--- config.mk ---
export PLATFORM = sky130hd
export DESIGN_NAME = acc_calibration_correction
export DESIGN_NICKNAME = d
export VERILOG_FILES = /design/src/acc_pkg.sv /design/src/acc_gain_stage.sv /design/src/acc_calibration_correction.sv
export SDC_FILE = /design/constraint.sdc
export NUM_CORES = 2
export LEC_CHECK = 0
export ABC_AREA = 0
export BUFFER_PORTS_ARGS = -buffer_cell sky130_fd_sc_hd__buf_2
export CORE_MARGIN = 3
export CORE_UTILIZATION = 55
export CTS_CLUSTER_DIAMETER = 30
export DETAILED_ROUTE_END_ITERATION = 10
export PLACE_DENSITY = 0.69
export SYNTH_ARGS = -nofsm -noshare
export SYNTH_HDL_FRONTEND = slang
export SYNTH_HIERARCHICAL = 1
export SYNTH_SLANG_ARGS = --single-unit
--- constraint.sdc ---
create_clock -name sys_clk -period 35.3 [get_ports sys_clk]
set_input_delay 1.765 -clock sys_clk [delete_from_list [all_inputs] [get_ports sys_clk]]
set_output_delay 1.765 -clock sys_clk [all_outputs]
set_load 0.01 [all_outputs]
--- src/acc_pkg.sv ---
// Constants for the calibration correction block: coefficient layout,
// register select codes, reset values and the output data rate tables.
// Assumes no other package; every user names items as acc_pkg::name.
package acc_pkg;
    // ==========================================================
    // Coefficient format
    localparam int COEF_W = 24;
    // Gain coefficient is Q1.22, so 1.0 sits at 0x400000 and the top code is just under 2.0
    localparam int GAIN_FRAC = 22;
    localparam logic [23:0] COEF_RESET = 24'h000000;
    localparam logic [23:0] GAIN_UNITY = 24'h400000;
    localparam logic signed [23:0] DATA_MAX = 24'sh7FFFFF;
    localparam logic signed [23:0] DATA_MIN = -24'sh800000;

    // ==========================================================
    // Register select codes on the parallel register port
    localparam logic [1:0] SEL_SELF_OFFSET = 2'h0;
    localparam logic [1:0] SEL_SELF_GAIN = 2'h1;
    localparam logic [1:0] SEL_SYSTEM_OFFSET = 2'h2;
    localparam logic [1:0] SEL_SYSTEM_GAIN = 2'h3;

    // ==========================================================
    // Unipolar range doubling, as a left shift
    localparam int UNIPOLAR_SHIFT = 1;

    // ==========================================================
    // Output data rates in milli-samples per second, indexed by rate code
    localparam int RATE_W = 20;
    localparam logic [19:0] SINGLE_RATE_LF0 [0:7] = '{20'h003E8, 20'h009C4, 20'h01388, 20'h02710,
                                                      20'h03A98, 20'h07530, 20'h0EA60, 20'h1D4C0};
    localparam logic [19:0] SINGLE_RATE_LF1 [0:7] = '{20'h00341, 20'h00820, 20'h0104A, 20'h0208A,
                                                      20'h030D4, 20'h061A8, 20'h0C350, 20'h186A0};
    // Continuous rates exist for the upper four codes only
    localparam logic [19:0] CONT_RATE_LF0 [0:3] = '{20'h0EA60, 20'h1D4C0, 20'h3A980, 20'h75300};
    localparam logic [19:0] CONT_RATE_LF1 [0:3] = '{20'h0C350, 20'h186A0, 20'h30D40, 20'h61A80};
    localparam logic [19:0] RATE_NONE = 20'h00000;
endpackage

--- src/acc_gain_stage.sv ---
// One gain correction stage: signed multiply by a Q1.22 coefficient,
// with saturation, or a straight pass-through when bypassed.
// Purely combinational; the caller registers the result.
`timescale 1ns/1ns
module acc_gain_stage #(
    parameter int W = acc_pkg::COEF_W,
    parameter int FRAC = acc_pkg::GAIN_FRAC
) (
    input wire logic signed [W-1:0] din,
    input wire logic signed [W-1:0] coef,
    input wire logic bypass,
    output logic signed [W-1:0] dout
);
    // ==========================================================
    // Multiply and rescale
    logic signed [2*W-1:0] product;
    logic signed [2*W-1:0] scaled;
    logic signed [W-1:0] sat_max;
    logic signed [W-1:0] sat_min;

    always_comb begin
        sat_max = {1'b0, {(W-1){1'b1}}};
        sat_min = {1'b1, {(W-1){1'b0}}};
        product = din * coef;
        // Arithmetic shift truncates toward minus infinity; error stays well inside 2 LSB
        scaled = product >>> FRAC;
        if (bypass) begin
            dout = din;
        // Concatenations are unsigned; the cast keeps the compare signed
        end else if (scaled > $signed({{W{sat_max[W-1]}}, sat_max})) begin
            dout = sat_max;
        end else if (scaled < $signed({{W{sat_min[W-1]}}, sat_min})) begin
            dout = sat_min;
        end else begin
            dout = scaled[W-1:0];
        end
    end
endmodule // acc_gain_stage

--- src/acc_calibration_correction.sv ---
// Calibration correction path and coefficient storage of a delta-sigma
// converter, plus the output data rate decode.
// Assumes the serial register framing sits outside and presents one
// decoded register access per cycle on reg_sel/reg_we/reg_wdata, and
// that the calibration sequencer outside drives the cal_* inputs.
//
// Functional notes
// [RQ1] System gain register, 24 bits, read/write
// [RQ2] All coefficients are two's complement values
// [RQ3] System gain kept until rewrite or calibration
// [RQ4] System gain scales unless its disable set
// [RQ5] System gain factor up to 2x, small error
// [RQ6] Self offset register kept until rewrite/calibration
// [RQ7] Self offset subtracted unless its disable set
// [RQ8] Self offset first, before gains and doubling
// [RQ9] Self gain writes dropped during calibration
// [RQ10] Self gain scales before system stages, 2x
// [RQ11] Line select 0 single-cycle rates 1..120
// [RQ12] Continuous rates only for codes 100..111
// [RQ13] Line select 1 rates 0.833..100, continuous 50..400
// [RQ14] System offset after self stages, before gain
// [RQ15] Digital gain applied to final corrected result
// [RQ16] Out-of-range results saturate, never wrap
// [RQ17] Disabled stage passes data through unchanged
`timescale 1ns/1ns
module acc_calibration_correction #(
    parameter int W = acc_pkg::COEF_W
) (
    input wire logic sys_clk,
    input wire logic nrst,
    input wire logic [1:0] reg_sel,
    input wire logic reg_we,
    input wire logic [W-1:0] reg_wdata,
    output logic [W-1:0] reg_rdata,
    input wire logic self_offset_disable,
    input wire logic self_gain_disable,
    input wire logic system_offset_disable,
    input wire logic system_gain_disable,
    input wire logic unipolar_mode,
    input wire logic [2:0] digital_gain_code,
    input wire logic line_frequency_select,
    input wire logic [2:0] rate_code,
    input wire logic cal_active,
    input wire logic self_cal_load,
    input wire logic [W-1:0] self_cal_offset,
    input wire logic [W-1:0] self_cal_gain,
    input wire logic sys_cal_load,
    input wire logic [W-1:0] sys_cal_offset,
    input wire logic [W-1:0] sys_cal_gain,
    input wire logic raw_valid,
    input wire logic [W-1:0] raw_data,
    output logic corr_valid,
    output logic [W-1:0] corr_data,
    output logic [acc_pkg::RATE_W-1:0] single_rate_msps,
    output logic [acc_pkg::RATE_W-1:0] cont_rate_msps,
    output logic cont_available
);
    // ==========================================================
    // Saturating narrowing from the wide working width
    localparam int XW = 32;

    function automatic logic signed [W-1:0] sat_narrow(input logic signed [XW-1:0] v);
        logic signed [XW-1:0] hi;
        logic signed [XW-1:0] lo;
        hi = XW'(acc_pkg::DATA_MAX);
        lo = XW'(acc_pkg::DATA_MIN);
        if (v > hi) begin
            sat_narrow = acc_pkg::DATA_MAX; // RQ16
        end else if (v < lo) begin
            sat_narrow = acc_pkg::DATA_MIN; // RQ16
        end else begin
            sat_narrow = v[W-1:0];
        end
    endfunction

    // ==========================================================
    // Sign extension into the working width
    function automatic logic signed [XW-1:0] widen(input logic signed [W-1:0] v);
        widen = {{(XW-W){v[W-1]}}, v};
    endfunction

    // ==========================================================
    // Coefficient registers
    logic [W-1:0] self_offset_coefficient_reg;
    logic [W-1:0] self_offset_coefficient_next;
    logic [W-1:0] self_gain_coefficient_reg;
    logic [W-1:0] self_gain_coefficient_next;
    logic [W-1:0] system_offset_coefficient_reg;
    logic [W-1:0] system_offset_coefficient_next;
    logic [W-1:0] system_gain_coefficient_reg;
    logic [W-1:0] system_gain_coefficient_next;
    // Read-back copy
    logic [W-1:0] rdata_reg;
    logic [W-1:0] rdata_next;

    always_comb begin
        self_offset_coefficient_next = self_offset_coefficient_reg;
        self_gain_coefficient_next = self_gain_coefficient_reg;
        system_offset_coefficient_next = system_offset_coefficient_reg;
        system_gain_coefficient_next = system_gain_coefficient_reg;
        // Host writes first; a calibration result in the same cycle wins
        if (reg_we) begin
            case (reg_sel)
                acc_pkg::SEL_SELF_OFFSET: begin
                    self_offset_coefficient_next = reg_wdata; // RQ6
                end
                acc_pkg::SEL_SELF_GAIN: begin
                    // Dropped silently; the host gets no error flag
                    if (!cal_active) begin
                        self_gain_coefficient_next = reg_wdata; // RQ9
                    end
                end
                acc_pkg::SEL_SYSTEM_OFFSET: begin
                    system_offset_coefficient_next = reg_wdata;
                end
                acc_pkg::SEL_SYSTEM_GAIN: begin
                    system_gain_coefficient_next = reg_wdata; // RQ1 RQ3
                end
                default: begin
                    self_offset_coefficient_next = self_offset_coefficient_reg;
                end
            endcase
        end
        if (self_cal_load) begin
            self_offset_coefficient_next = self_cal_offset; // RQ6
            self_gain_coefficient_next = self_cal_gain; // RQ9
        end
        if (sys_cal_load) begin
            system_offset_coefficient_next = sys_cal_offset;
            system_gain_coefficient_next = sys_cal_gain; // RQ3
        end
        // Read data is a registered copy, so it settles one cycle after reg_sel
        case (reg_sel)
            acc_pkg::SEL_SELF_OFFSET: rdata_next = self_offset_coefficient_reg;
            acc_pkg::SEL_SELF_GAIN: rdata_next = self_gain_coefficient_reg;
            acc_pkg::SEL_SYSTEM_OFFSET: rdata_next = system_offset_coefficient_reg;
            acc_pkg::SEL_SYSTEM_GAIN: rdata_next = system_gain_coefficient_reg; // RQ1
            default: rdata_next = acc_pkg::COEF_RESET;
        endcase
    end

    // ==========================================================
    // Coefficient and read-back registers
    always_ff @(posedge sys_clk) begin
        if (!nrst) begin
            self_offset_coefficient_reg <= acc_pkg::COEF_RESET;
            self_gain_coefficient_reg <= acc_pkg::COEF_RESET;
            system_offset_coefficient_reg <= acc_pkg::COEF_RESET;
            system_gain_coefficient_reg <= acc_pkg::COEF_RESET;
            rdata_reg <= acc_pkg::COEF_RESET;
        end else begin
            self_offset_coefficient_reg <= self_offset_coefficient_next;
            self_gain_coefficient_reg <= self_gain_coefficient_next;
            system_offset_coefficient_reg <= system_offset_coefficient_next;
            system_gain_coefficient_reg <= system_gain_coefficient_next;
            rdata_reg <= rdata_next;
        end
    end

    // ==========================================================
    // Read-back port
    assign reg_rdata = rdata_reg;

    // ==========================================================
    // Correction chain, in fixed order
    logic signed [W-1:0] after_self_offset;
    logic signed [W-1:0] after_self_gain;
    logic signed [W-1:0] after_system_offset;
    logic signed [W-1:0] after_system_gain;

    // ==========================================================
    // Self offset stage
    // All coefficients are taken as signed values whatever the output format
    always_comb begin
        if (self_offset_disable) begin
            after_self_offset = raw_data; // RQ17
        end else begin
            after_self_offset = sat_narrow(widen(raw_data) - widen(self_offset_coefficient_reg)); // RQ7 RQ8 RQ2
        end
    end

    // ==========================================================
    // Self gain stage
    acc_gain_stage #(
        .W(W),
        .FRAC(acc_pkg::GAIN_FRAC)
    ) u_self_gain (
        .din(after_self_offset),
        .coef(self_gain_coefficient_reg),
        .bypass(self_gain_disable),
        .dout(after_self_gain)
    ); // RQ10 RQ17

    // ==========================================================
    // System offset stage
    always_comb begin
        if (system_offset_disable) begin
            after_system_offset = after_self_gain; // RQ17
        end else begin
            after_system_offset = sat_narrow(widen(after_self_gain) - widen(system_offset_coefficient_reg)); // RQ14
        end
    end

    // ==========================================================
    // System gain stage
    acc_gain_stage #(
        .W(W),
        .FRAC(acc_pkg::GAIN_FRAC)
    ) u_system_gain (
        .din(after_system_offset),
        .coef(system_gain_coefficient_reg),
        .bypass(system_gain_disable),
        .dout(after_system_gain)
    ); // RQ4 RQ5 RQ17

    // ==========================================================
    // Range doubling, digital gain and the output register
    logic signed [W-1:0] after_range;
    logic signed [XW-1:0] gain_wide;
    logic corr_valid_reg;
    logic corr_valid_next;
    logic [W-1:0] corr_data_reg;
    logic [W-1:0] corr_data_next;

    always_comb begin
        // Doubling comes after every offset so that offsets are in input units
        if (unipolar_mode) begin
            after_range = sat_narrow(widen(after_system_gain) <<< acc_pkg::UNIPOLAR_SHIFT); // RQ8
        end else begin
            after_range = after_system_gain;
        end
        // Shift by at most 7 into 32 bits cannot overflow before the clamp
        gain_wide = widen(after_range) <<< digital_gain_code; // RQ15
        // Holding the last result lets a slow reader still fetch it
        corr_valid_next = raw_valid;
        corr_data_next = corr_data_reg;
        if (raw_valid) begin
            corr_data_next = sat_narrow(gain_wide); // RQ16
        end
    end

    // ==========================================================
    // Output register
    always_ff @(posedge sys_clk) begin
        if (!nrst) begin
            corr_valid_reg <= 1'b0;
            corr_data_reg <= acc_pkg::COEF_RESET;
        end else begin
            corr_valid_reg <= corr_valid_next;
            corr_data_reg <= corr_data_next;
        end
    end

    // ==========================================================
    // Result ports
    assign corr_valid = corr_valid_reg;
    assign corr_data = corr_data_reg;

    // ==========================================================
    // Output data rate decode
    logic [acc_pkg::RATE_W-1:0] single_rate_reg;
    logic [acc_pkg::RATE_W-1:0] single_rate_next;
    logic [acc_pkg::RATE_W-1:0] cont_rate_reg;
    logic [acc_pkg::RATE_W-1:0] cont_rate_next;
    logic cont_available_reg;
    logic cont_available_next;

    always_comb begin
        if (line_frequency_select) begin
            single_rate_next = acc_pkg::SINGLE_RATE_LF1[rate_code]; // RQ13
        end else begin
            single_rate_next = acc_pkg::SINGLE_RATE_LF0[rate_code]; // RQ11
        end
        // Level decode; a new code shows one cycle later
        // Lower four codes have no continuous mode
        cont_available_next = rate_code[2]; // RQ12
        if (!rate_code[2]) begin
            cont_rate_next = acc_pkg::RATE_NONE; // RQ12
        end else if (line_frequency_select) begin
            cont_rate_next = acc_pkg::CONT_RATE_LF1[rate_code[1:0]]; // RQ13
        end else begin
            cont_rate_next = acc_pkg::CONT_RATE_LF0[rate_code[1:0]]; // RQ12
        end
    end

    // ==========================================================
    // Rate registers
    always_ff @(posedge sys_clk) begin
        if (!nrst) begin
            single_rate_reg <= acc_pkg::RATE_NONE;
            cont_rate_reg <= acc_pkg::RATE_NONE;
            cont_available_reg <= 1'b0;
        end else begin
            single_rate_reg <= single_rate_next;
            cont_rate_reg <= cont_rate_next;
            cont_available_reg <= cont_available_next;
        end
    end

    // ==========================================================
    // Rate ports
    assign single_rate_msps = single_rate_reg;
    assign cont_rate_msps = cont_rate_reg;
    assign cont_available = cont_available_reg;
endmodule // acc_calibration_correction

==> results.json <==
{
  "cp_common_cell": "fa_1",
  "crit_fanout": 35,
  "syn2layout_area_growth_pct": 5.60,
  "cts_setup_buffers": 0,
  "crit_family": "compound AO/OA/AOI/OAI gates",
  "antenna_found_initial": 8,
  "rows": 116,
  "wl_per_cell_um": 21.5,
  "ys_seq_elements": 178,
  "clkSlewWorstSetupHoldPaths_ns": 0.09,
  "grt_pass1_vias": 46400,
  "worst_pin_slew_ns": 1.46,
  "worstHoldPathType": "reg2reg",
  "ios": 255,
  "fin_crit_sh_pct": 73.1,
  "syn_inst": 6392,
  "htreeDepth": 4,
  "grt_max_degree": 97,
  "firstDrtPassIters": 5,
  "nFillCells": 9017,
  "avgSynthCellArea_um2": 8.73,
  "drive_gt1_share_pct": 8.44,
  "layout.nets": 8095,
  "vias": 44100,
  "track_usage_pct": 32.4,
  "crit_slowest_cell": "o21ai_2",
  "fin_crit_ns": 25.81,
  "die-area_mm2": 0.105,
  "clk_path_buf_depth": 2,
  "slowest_delay_ns": 1.15,
  "root_buffer": "clkbuf_16",
  "dp_hpwl_um": 128000,
  "setup_viol": 0,
  "grt_overflow": 0,
  "synthesis.area_mm2": 0.0558,
  "worstSetupPathType": "in2reg",
  "synth_top_area_share_pct": 43.6,
  "die_h_um": 324,
  "status": "finished clean",
  "grt_setup_unrepaired": "no",
  "vias_per_cell": 5.68,
  "cts_tree": "done",
  "core_mm2": 0.100,
  "synth.area.top_cells": "fa_1, inv_1, ha_1, dfxtp_1, and2_1",
  "max_freq_mhz": 38.7,
  "yosys_warnings": 6,
  "critical_path.startpoint_type": "input pin",
  "ys.flop_type": "dfxtp_1",
  "crit_arrival_ns": 26.25,
  "regArea_mm2": 0.00356,
  "end_kind": "flip-flop",
  "clk_latency_ns": 0.50,
  "synth_edf_count": 0,
  "drc": 0,
  "critical_path_buf_inv_count": 15,
  "hold_viol": 0,
  "ys_seq_area_share_pct": 6.39,
  "maxCapViolCount": 0,
  "ant_nets": 0,
  "synth.distinct_cells": 102,
  "drtIter0Drc": 3712,
  "ctsHoldBuffers": 0,
  "synth.largest_area_cell": "fa_1",
  "setup_tns_ns": 0,
  "worstPathRequired_ns": 35.74,
  "fin_skew_ns": 0.0325,
  "synthTopCellsByCount": "inv_1, fa_1, nand2_1",
  "slew_headroom_pct": 2.35,
  "slew_violations": 0,
  "hold_depth": 2,
  "yosysMostFrequentCell": "inv_1",
  "rr_worst_depth": 79,
  "io_buffers": 246,
  "fp.dieW_um": 324,
  "path_depth": 81,
  "cts_inserted_buffers": 17,
  "clock_sinks": 178,
  "start_util_pct": 55.6,
  "drt-total-wl_um": 167000,
  "synthArstFlopShare_pct": 0,
  "multi_input_area_mm2": 0.0463,
  "grt_first_pass_wirelength_um": 266000,
  "dpl.cell_count": 7738,
  "gp_congestion": 0.992,
  "post_cts_resized": 0,
  "finalNonFillerCells": 7773
}
## cell type report
class | instances | area share (%)
Antenna cell | 3 | 0.0127
Clock buffer | 17 | 0.722
Clock inverter | 15 | 0.359
Inverter | 1285 | 8.19
Multi-Input combinational cell | 4587 | 78.6
Sequential cell | 178 | 6.05
Tap cell | 1357 | 2.88
Timing Repair Buffer | 331 | 3.18
## worst paths after layout
kind              slack (ns)            end                           start
setup reg to reg       10.47  corr_data[22]  self_offset_coefficient_reg[0]
hold reg to reg         0.44   corr_data[6]                    corr_data[6]
hold / removal          0.44   corr_data[6]                    corr_data[6]
setup / recovery        9.49  corr_data[22]                     raw_data[0]
## through the flow
step / hold slack, ns / setup slack, ns / utilization, % / instance area [µm²]
after floorplan: 0.463 / 13.05 / - / 55800
after detailed placement: 0.427 / 9.40 / 58.1 / 58300
after global placement: 0.426 / 9.65 / 58.1 / 58300
after global routing: 0.455 / 7.91 / 58.7 / 58900
final: 0.439 / 9.49 / 58.7 / 58900
after CTS: 0.441 / 9.84 / 58.7 / 58900
## kinds of logic after synthesis
| group | synth area share (%) |
|---|---|
| fa+ha+maj | 50.9 |
| mux | 3.59 |
| other cells | 0.00672 |
| xor+xnor | 1.65 |
| flops | 6.39 |
| simple gates | 17.1 |
| compound gates | 8.95 |
| buf+inv | 11.4 |
## layer usage
metal | vias to the layer above | part of all wire (%) | global-route usage [%] | wire (µm)
met2 | 1882 | 46 | 51.7 | 76900
met4 | 10 | 4.3 | 12.4 | 7210
met5 | - | 0.043 | 0 | 71
met3 | 343 | 8.1 | 5.99 | 13600
met1 | 22500 | 41 | 44.1 | 69200
li1 | 19500 | - | - | -
## worst min-delay path, cell delays in order (launching register included)
cell	delay, ns
dfxtp_1	0.32
nand2_1	0.05
nand2_1	0.04
## cells in the final DEF, fill, tap and decap left out, types with 108 or more instances in the layout
cell type  count
inv_1       1278
fa_1        1214
nand2_1      783
and2_1       556
nor2_1       395
ha_1         316
a21oi_1      281
buf_2        245
dfxtp_1      177
mux2i_1      110
o21ai_0      108
Power is not shown: default switching activity piles up to over one toggle a cycle in this logic, so the estimate is an artifact.
